**src/hdl/uhc_consts.svh**
```systemverilog
// constants for the host command register bits block
`ifndef UHC_CONSTS_SVH
`define UHC_CONSTS_SVH
`define UHC_CMD_OFFSET 8'h20
`define UHC_ITC_LSB 16
`define UHC_ITC_MSB 23
`define UHC_ITC_RESET 8'h08
`define UHC_LRC_BIT 7
`define UHC_DOORBELL_BIT 6
`define UHC_ASE_BIT 5
`define UHC_LRESET_CYCLES 4'h8
`define UHC_LRESET_CNT_W 4
`endif

```
**src/hdl/uhc_pkg.sv**
```systemverilog
// types for the host command register bits block
package uhc_pkg;
    // register access from the driver side
    typedef struct packed {
        logic wr;
        logic rd;
        logic [7:0] addr;
        logic [31:0] wdata;
    } uhc_reg_req_t;

    // light reset sequencer states
    typedef enum logic [1:0] {
        UHC_LR_IDLE = 2'b00,
        UHC_LR_BUSY = 2'b01
    } uhc_lr_state_t;
endpackage : uhc_pkg

```
**src/hdl/uhc_command.sv**
```systemverilog
// host command register: light reset, async advance doorbell, async schedule enable
// How it works
// - light reset clears internal controller state, leaving ports and companion ownership alone
// - without light reset support the control bit reads zero
// - light reset bit reads one while reset runs, zero once done
// - once cached schedule state is evicted, the async advance status flag is set
// - status set with irq enable high raises interrupt at next threshold boundary
// - doorbell clears only after the status flag is set, or when a light reset runs
// - schedule enable resets to zero; zero skips async schedule processing
// - schedule enable one fetches async schedule from the list address register
// - threshold field defaults to 08h and sets the maximum interrupt rate
`timescale 1ns/1ps
`include "uhc_consts.svh"

module uhc_command import uhc_pkg::*; #(
    parameter bit LIGHT_RESET_IMPL = 1'b1
) (
    input wire logic sys_clk_i,
    input wire logic rst_i,
    input wire uhc_reg_req_t req_i,
    input wire logic controller_halted_flag_i,
    input wire logic async_advance_irq_enable_i,
    input wire logic evict_done_i,
    input wire logic async_advance_status_clr_i,
    input wire logic microframe_tick_i,
    input wire logic [31:0] async_list_address_i,
    output logic [31:0] rdata_o,
    output logic async_advance_status_o,
    output logic async_advance_irq_o,
    output logic evict_request_o,
    output logic async_fetch_en_o,
    output logic [31:0] async_fetch_addr_o,
    output logic light_reset_active_o
);
    // decoded command write
    logic cmd_wr;
    // software visible fields
    logic [7:0] itc_q;
    logic ase_q;
    logic doorbell_q;
    // doorbell and status handshake
    logic status_q;
    logic status_set;
    logic status_set_q;
    // interrupt pacing in microframes
    logic irq_q;
    logic [7:0] uframe_cnt_q;
    logic [7:0] uframe_next;
    logic uframe_boundary;
    // light reset sequencing
    uhc_lr_state_t lr_state_q;
    logic [`UHC_LRESET_CNT_W-1:0] lr_cnt_q;
    logic lr_busy_q;
    // read path and schedule steering
    logic [31:0] rdata_d;
    logic [31:0] rdata_q;
    logic [31:0] fetch_addr_q;
    logic fetch_en_q;

    // notes for the integrator:
    // the halted flag is only carried here; a threshold write while running lands at once
    // a reserved threshold of zero makes every microframe a boundary
    // a write that lands while the light reset runs is dropped whole, doorbell included
    // ringing the doorbell with the async schedule off is left to the driver to avoid
    // the light reset length is a fixed count of clock cycles, not of microframes

    assign cmd_wr = req_i.wr && (req_i.addr == `UHC_CMD_OFFSET);

    // light reset sequencer; only internal state is touched, ports untouched
    always_ff @(posedge sys_clk_i or posedge rst_i) begin
        if (rst_i) begin
            lr_state_q <= UHC_LR_IDLE;
            lr_cnt_q <= '0;
        end else begin
            case (lr_state_q)
                UHC_LR_IDLE: begin
                    if (LIGHT_RESET_IMPL && cmd_wr && req_i.wdata[`UHC_LRC_BIT]) begin
                        lr_state_q <= UHC_LR_BUSY;
                        lr_cnt_q <= `UHC_LRESET_CYCLES;
                    end
                end
                UHC_LR_BUSY: begin
                    if (lr_cnt_q == '0) begin
                        lr_state_q <= UHC_LR_IDLE;
                    end else begin
                        lr_cnt_q <= lr_cnt_q - 1'b1;
                    end
                end
                default: lr_state_q <= UHC_LR_IDLE;
            endcase
        end
    end

    // busy flag in its own flop, so the active output needs no decode behind the state register
    always_ff @(posedge sys_clk_i or posedge rst_i) begin
        if (rst_i) begin
            lr_busy_q <= 1'b0;
        end else if (lr_state_q == UHC_LR_IDLE) begin
            lr_busy_q <= LIGHT_RESET_IMPL && cmd_wr && req_i.wdata[`UHC_LRC_BIT];
        end else begin
            lr_busy_q <= (lr_state_q == UHC_LR_BUSY) && (lr_cnt_q != '0);
        end
    end

    // threshold and schedule enable fields; the light reset returns them to defaults
    always_ff @(posedge sys_clk_i or posedge rst_i) begin
        if (rst_i) begin
            itc_q <= `UHC_ITC_RESET;
            ase_q <= 1'b0;
        end else if (lr_state_q == UHC_LR_BUSY) begin
            itc_q <= `UHC_ITC_RESET;
            ase_q <= 1'b0;
        end else if (cmd_wr) begin
            // no guard on halted: a running change is the driver's problem
            itc_q <= req_i.wdata[`UHC_ITC_MSB:`UHC_ITC_LSB];
            ase_q <= req_i.wdata[`UHC_ASE_BIT];
        end
    end

    // doorbell stays up until the status flag has been set or a light reset runs
    // it waits for its own eviction: a flag left standing from an earlier ring does not drop it
    always_ff @(posedge sys_clk_i or posedge rst_i) begin
        if (rst_i) begin
            doorbell_q <= 1'b0;
        end else if (lr_state_q == UHC_LR_BUSY) begin
            doorbell_q <= 1'b0;
        end else if (cmd_wr && req_i.wdata[`UHC_DOORBELL_BIT]) begin
            doorbell_q <= 1'b1;
        end else if (doorbell_q && status_set_q) begin
            doorbell_q <= 1'b0;
        end
    end

    // eviction finished for a standing doorbell; counted even when the flag is already up
    assign status_set = doorbell_q && evict_done_i;

    // status flag: light reset clears it, otherwise a set wins over a software clear
    always_ff @(posedge sys_clk_i or posedge rst_i) begin
        if (rst_i) begin
            status_q <= 1'b0;
        end else if (lr_state_q == UHC_LR_BUSY) begin
            status_q <= 1'b0;
        end else if (status_set) begin
            status_q <= 1'b1;
        end else if (async_advance_status_clr_i) begin
            status_q <= 1'b0;
        end
    end

    // remembers that this ring has set the flag, so the doorbell drops one cycle later
    always_ff @(posedge sys_clk_i or posedge rst_i) begin
        if (rst_i) begin
            status_set_q <= 1'b0;
        end else begin
            status_set_q <= status_set && (lr_state_q == UHC_LR_IDLE);
        end
    end

    // next microframe count and threshold boundary; 8 bits cover the largest valid threshold
    assign uframe_next = uframe_cnt_q + 8'h01;
    assign uframe_boundary = microframe_tick_i && (uframe_next >= itc_q);

    // threshold boundary counter in microframes, interrupt raised at boundary
    always_ff @(posedge sys_clk_i or posedge rst_i) begin
        if (rst_i) begin
            uframe_cnt_q <= 8'h00;
            irq_q <= 1'b0;
        end else begin
            if (uframe_boundary) begin
                uframe_cnt_q <= 8'h00;
                irq_q <= status_q && async_advance_irq_enable_i;
            end else if (microframe_tick_i) begin
                uframe_cnt_q <= uframe_next;
            end
            if (!status_q || !async_advance_irq_enable_i) begin
                irq_q <= 1'b0;
            end
        end
    end

    // schedule fetch steering; disabled enable skips the async list entirely
    // the address is copied every cycle, so a list address update shows one cycle later
    // a light reset forces the fetch off even when an enable write raced it
    always_ff @(posedge sys_clk_i or posedge rst_i) begin
        if (rst_i) begin
            fetch_en_q <= 1'b0;
            fetch_addr_q <= 32'h0000_0000;
        end else begin
            fetch_en_q <= ase_q && (lr_state_q == UHC_LR_IDLE);
            fetch_addr_q <= async_list_address_i;
        end
    end

    // read word assembly; reserved bits and other addresses give zero
    always_comb begin
        rdata_d = 32'h0000_0000;
        if (req_i.rd && req_i.addr == `UHC_CMD_OFFSET) begin
            rdata_d[`UHC_ITC_MSB:`UHC_ITC_LSB] = itc_q;
            rdata_d[`UHC_LRC_BIT] = LIGHT_RESET_IMPL && lr_busy_q;
            rdata_d[`UHC_DOORBELL_BIT] = doorbell_q;
            rdata_d[`UHC_ASE_BIT] = ase_q;
        end
    end

    // read data, registered one cycle after the read strobe; zero between reads
    always_ff @(posedge sys_clk_i or posedge rst_i) begin
        if (rst_i) begin
            rdata_q <= 32'h0000_0000;
        end else begin
            rdata_q <= rdata_d;
        end
    end

    assign rdata_o = rdata_q;
    assign async_advance_status_o = status_q;
    assign async_advance_irq_o = irq_q;
    assign evict_request_o = doorbell_q;
    assign async_fetch_en_o = fetch_en_q;
    assign async_fetch_addr_o = fetch_addr_q;
    assign light_reset_active_o = lr_busy_q;
endmodule : uhc_command

```
**config.mk**
```make
export PLATFORM = sky130hd
export DESIGN_NAME = uhc_command
export DESIGN_NICKNAME = d
export VERILOG_FILES = /design/src/hdl/uhc_pkg.sv /design/src/hdl/uhc_command.sv
export VERILOG_INCLUDE_DIRS = /design/src /design/src/hdl
export SDC_FILE = /design/constraint.sdc
export NUM_CORES = 1
export LEC_CHECK = 0
export ABC_AREA = 1
export BUFFER_PORTS_ARGS = -buffer_cell sky130_fd_sc_hd__buf_2
export CELL_PAD_IN_SITES_DETAIL_PLACEMENT = 2
export CELL_PAD_IN_SITES_GLOBAL_PLACEMENT = 2
export CORE_MARGIN = 3
export CORE_UTILIZATION = 26
export CTS_BUF_LIST = sky130_fd_sc_hd__clkbuf_4 sky130_fd_sc_hd__clkbuf_8
export CTS_CLUSTER_SIZE = 25
export DETAILED_ROUTE_END_ITERATION = 10
export MAX_ROUTING_LAYER = met4
export PLACE_DENSITY_LB_ADDON = 0.1
export SLEW_MARGIN = 5
export SYNTH_ARGS = -nofsm -noshare
export SYNTH_HDL_FRONTEND = slang
export SYNTH_SLANG_ARGS = --single-unit
```
**constraint.sdc**
```tcl
create_clock -name sys_clk_i -period 3.1 [get_ports sys_clk_i]
set_clock_uncertainty 0.2 [all_clocks]
set_input_delay 0.62 -clock sys_clk_i [delete_from_list [all_inputs] [get_ports sys_clk_i]]
set_output_delay 0.62 -clock sys_clk_i [all_outputs]
set_load 0.02 [all_outputs]
```
== Word level (Yosys, flattened, before mapping) ==
Index checks and enable logic that the tools add are counted.
W data, S select, Z words.

* Latch bits: 0
* Memory bits (read-only): 0
* Memories kept: 0
* Word-level logic and storage cells: 69
* Input port bits: 81
* Bits in registers: 72
* RAM bits: 0

* Multiply operators: 0
* Bitwise logic cells: 0
* Reductions and logical operators: 25
* Muxes and demuxes: 23
* Add/subtract/negate cells: 2
* Shifts and indexed selects: 0
* Order comparisons: 1
* Div/mod/pow operators: 0
* Equality and inequality tests: 5

{| class="wikitable"
|+ Operators with widths
! operator !! number
|-
| $mux W8 || 5
|-
| $logic_and A1 B1 Y1 || 11
|-
| $mux W1 || 11
|-
| $add A8 B1 Y8 const B || 1
|-
| $eq A8 B6 Y1 const B || 1
|-
| $ge A8 B8 Y1 || 1
|-
| $mux W4 || 2
|-
| $pmux W4 S2 || 1
|-
| $reduce_bool A2 Y1 || 4
|-
| $reduce_bool A3 Y1 || 2
|-
| $logic_not A4 Y1 || 1
|-
| $mux W2 || 2
|-
| $ne A2 B2 Y1 const B || 2
|-
| $pmux W2 S2 || 1
|-
| $reduce_bool A4 Y1 || 1
|-
| $sub A4 B1 Y4 const B || 1
|-
| $mux W3 || 1
|-
| $reduce_and A3 Y1 || 1
|-
| $eq A2 B1 Y1 const B || 1
|-
| $logic_not A1 Y1 || 2
|-
| $logic_not A2 Y1 || 1
|-
| $ne A2 B1 Y1 const B || 1
|-
| $reduce_and A2 Y1 || 1
|-
| $logic_or A1 B1 Y1 || 1
|}

== Depth between registers and ports, before layout ==
* Depth in word-level cells: 5
* Depth in mapped cells: 14

== Least setup slack after synthesis ==
No wires, ideal clock.

* Path type: reg-to-reg
* Start point: register uframe_cnt_q[0]
* End point: register uframe_cnt_q[0]
* Required time: 2.835 ns
* Data arrival time: 1.770 ns
* Library setup time: 0.065 ns
* Clock period less this slack: 2.035 ns
* Slack: 1.065 ns
* Path buffers: 0
* Cell stages (with the launch flop): 12
* Path through: dfrtp_1 > ha_1 > nand3_1 > nand3b_1 > xnor2_1 > ha_1 > nand2_1 > o21a_1 > nand2_1 > nor2_4 > nand2_1 > nand2_1

* Word-level cells in the longest chain between the ends: 4
* Elaborated cells on any way between the ends: 6
* Classes of those cells: add/sub: 1; order compare: 1; mux: 2; reduce/logical: 2

{| class="wikitable"
|+ Ends and longest elaborated chain
! what !! RTL line !! text
|-
| from (decl) || uhc_command.sv:47 || <nowiki>logic [7:0] uframe_cnt_q;</nowiki>
|-
| from (signal assigned) || uhc_command.sv:173 || <nowiki>uframe_cnt_q <= uframe_next;</nowiki>
|-
| $add A8 B1 Y8 * || uhc_command.sv:160 || <nowiki>assign uframe_next = uframe_cnt_q + 8'h01;</nowiki>
|-
| $ge A8 B8 Y1 || uhc_command.sv:161 || <nowiki>assign uframe_boundary = microframe_tick_i && (uframe_next >= itc_q);</nowiki>
|-
| $logic_and A1 B1 Y1 || uhc_command.sv:161 ||
|-
| $mux W8 / $reduce_bool A2 Y1 (equally long branches) || - ||
|}

Every way passes the cells marked *; elsewhere a longest branch is shown, timed or not. The select of a mux whose other input is x is not followed.
A chain may end at the register's enable or synchronous reset.

== Final worst setup path ==
* Start point: register uframe_cnt_q[0]
* End point: register uframe_cnt_q[4]

The elaborated chain is that of the path after synthesis.

==> summary.txt <==
Synth
  – Post-Synthesis Cells: around 270
  – Syn avg cell area: 10.6 um2
  – Cell Area, Synth: roughly 2800 um2
  – Register area share after synthesis: 63.4%
  – YS warnings: 0
  – Number of distinct library cells after synthesis: 26
  – Yosys reg bits: between 70 and 80
  – Synth top area share: a little over three fifths
  – Yosys top cell by area: dfrtp_1
  – Top post-synthesis cells by area: dfrtp_1 63%, nand2_1 8.3%, buf_4 5.6%, ha_1 4.9%, inv_1 4.3%

GRT
  – Largest net degree at the start of global routing: 55
  – GRT Util Overall: between 10 and 15%
  – GRT met2 Usage: slightly above 20%
  – GRT busiest layer: met2
  – GR Util met3: between 3 and 4%
  – Global-route wire length before repair: roughly 11000 um
  – Vias in the first global route: around 2300
  – Gr ovfl total: 0
  – Met1 GRT Util: approximately 15%
  – Initial antenna violation count: 0

Layout
  – Final net count: around 470
  – Area Growth Syn to Fin: 30.0%
  – Ant. Diodes: 0
  – Fin area: approximately 3600 um2
  – Fraction of layout cells with a size suffix above 1: approximately a third

CTS
  – Clock sinks: 71
  – Worst skew pair latency: ~0.36 ns
  – Hold Buf Count CTS: 0
  – Resize count post-CTS: 0
  – H-tree levels: 3
  – Setup bufs post-CTS: 0
  – Reg clk slew, reported paths: roughly 0.08 ns
  – Clock buffer depth: 2
  – Total CTS buffers: 9
  – CTS tree: yes
  – Clock root buffer master: clkbuf_8

STA
  – Final Critical Period: roughly 2.4 ns
  – Final hold vios: 0
  – Fin crit share: approximately four fifths
  – Fin Hold WS: between 0.05 and 0.06 ns
  – RSZ-0062 raised after global routing: no
  – FMAX: slightly above 400 MHz
  – Setup TNS: 0 ns
  – Setup violation total in the final timing report: 0
  – Pins Over Slew Limit: 0

Setup path
  – Worst Path Required: ~3.2 ns
  – CP top delay family: simple AND/OR/NAND/NOR gates
  – R2r startpoint: uframe_cnt_q[0]$_DFFE_PP0P_
  – Startpoint types: flip-flop
  – Crit-path cells: ha_1 -> nand3_1 -> nand3b_1 -> xnor2_1 -> ha_1 -> nand2_1 -> o21a_1 -> nand2_1 -> nor2_4 -> nand2_1 -> nand2_1
  – Number of buffers and inverters on the critical path: 0
  – CP max FO: 8
  – WS Path Type: reg -> reg
  – Most used cell, CP: nand2_1
  – CP Capture Type: flip-flop
  – Crit path launch: uframe_cnt_q[0]$_DFFE_PP0P_
  – Critical Path AT: 2.54 ns
  – Slowest cell on the critical path: dfrtp_1
  – Max incr delay on CP: roughly 0.40 ns

Pwr
  – Maximum VDD drop: 0.171 mV
  – PwrDens: 623 nW/um2
  – Lkg Pwr: ~2.0 nW

Die
  – Num rows: 37
  – Die Width: between 100 and 150 um
  – Starting Density: between 20% and 30%
  – Core footprint: roughly 10000 um2
  – DIE HEIGHT: 110 um
  – Total I/O pin count: 150
  – Die footprint: 12100 um2

Place
  – Dpl cell area: 3420 um2
  – HPWL Detailed: approximately 5500 um
  – RePlAce Congestion: about 0.75
  – IO buf count: roughly 110

Detailed routing
  – Drt initial violations: 72
  – Routed wire length: between 7000 and 8000 um
  – Routed via count: roughly 2100
  – DRC: 0
  – Router iterations before antenna repair: 4
  – Via density: around 4.1
  – Remaining antenna violation count: 0
  – DR WL/cell: about 14 um

Hold path
  – Hold WC Path Type: in -> async

Outcome
  – Status: completed

Run
  – Max_cap viols: 0
-- worst register-to-register path: stages, from the launching register on --
cell	delay (ns)
dfrtp_1	0.40
ha_1	0.20
nand3_1	0.14
nand3b_1	0.21
xnor2_1	0.26
ha_1	0.29
nand2_1	0.08
o21a_1	0.13
nand2_1	0.11
nor2_4	0.22
nand2_1	0.09
nand2_1	0.07
-- cells in the final DEF, fill, tap and decap left out --
cell / instances
buf_2: 106
dfrtp_1: 70
nand2_1: 62
inv_1: 31
nor2_1: 21
conb_1: 21
o21ai_0: 12
nand3_1: 11
ha_1: 11
clkbuf_8: 10
xor2_1: 3
xnor2_1: 3
a21oi_1: 3
clkinv_2: 3
nand2_2: 2
bufinv_16: 2
nor2_2: 1
nand4_1: 1
nor2_8: 1
nand3b_1: 1
inv_2: 1
clkinv_1: 1
o21a_1: 1
nor2_4: 1
o31ai_1: 1
and2_1: 1
nor3_1: 1
clkinv_4: 1
dfstp_2: 1
buf_12: 1
-- routing by layer --
metal	vias to the layer above	wire (um)
met4	0	197
met5	-	0
li1	998	-
met3	13	736
met1	1027	3110
met2	106	3240
-- power by group --
part           total (mW)  switching [mW]  internal (mW)
Clock               0.830           0.358          0.472
Combinational       0.416           0.269          0.147
Sequential           1.02          0.0412          0.983
Total                2.27           0.668           1.60
-- flip-flops by register name, summed over array words and instances, names as in the netlist --
register and flops:
async_advance_irq_o 1, async_fetch_addr_o 32, light_reset_active_o 1, async_advance_status_o 1, async_fetch_en_o 1, evict_request_o 1
rdata_o 11, status_set_q 1, ase_q 1, itc_q 8, lr_cnt_q 4, uframe_cnt_q 8
lr_state_q 1
-- final timing paths --
kind,to,slack (ns),cells past startpoint
max reg2reg,uframe_cnt_q[4]$_DFFE_PP0P_,0.65,11
max in group asynchronous,itc_q[3]$_DFFE_PP1P_,1.99,3
min in group sys_clk_i,async_fetch_addr_o[31]$_DFF_PP0_,0.17,1
min reg2reg,evict_request_o$_DFFE_PP0P_,0.23,1
max,uframe_cnt_q[4]$_DFFE_PP0P_,0.65,11
min,async_fetch_addr_o[17]$_DFF_PP0_,0.05,2
-- cell families after synthesis --
logic type                 share of synthesized area [%]
AOI/OAI and AO/OA                                   3.21
xor gates and xnor gates                            1.88
adders and majority gates                           4.91
buffers and inverters                               10.7
DFF                                                 63.4
other                                              0.134
and+or+nand+nor                                     15.8
-- cell usage after synthesis (all sizes together) --
cell and count:
dfrtp 70, nand2 64, inv 32, nor2 24, buf 21, o21ai 12
ha 11, nand3 11, a21oi 3, xnor2 3, xor2 3, clkbuf 2
and2 1, clkinv 1, conb 1, dfstp 1, nand3b 1, nand4 1
nor3 1, o21a 1, o31ai 1
-- through the flow --
stage	power, mW	utilization (%)	worst slack [ns]	instances
after detailed placement	1.47	32.9	0.612	505
after global placement	1.46	32.9	0.626	505
after floorplan	1.34	-	0.485	285
final	2.27	35.0	0.650	521
after CTS	2.32	35.0	0.591	521
after global routing	2.43	35.0	0.352	521
-- cell type report --
type / instances / area [um2]
clock buffers: 10 / 138
clock inverters: 6 / 83.8
fillers: 1196 / 6770
inverters: 33 / 124
multi-input cells: 158 / 801
flip-flops and latches: 71 / 1780
well taps: 136 / 170
repair buffers: 107 / 551
Power figures use the tool's default switching activity.
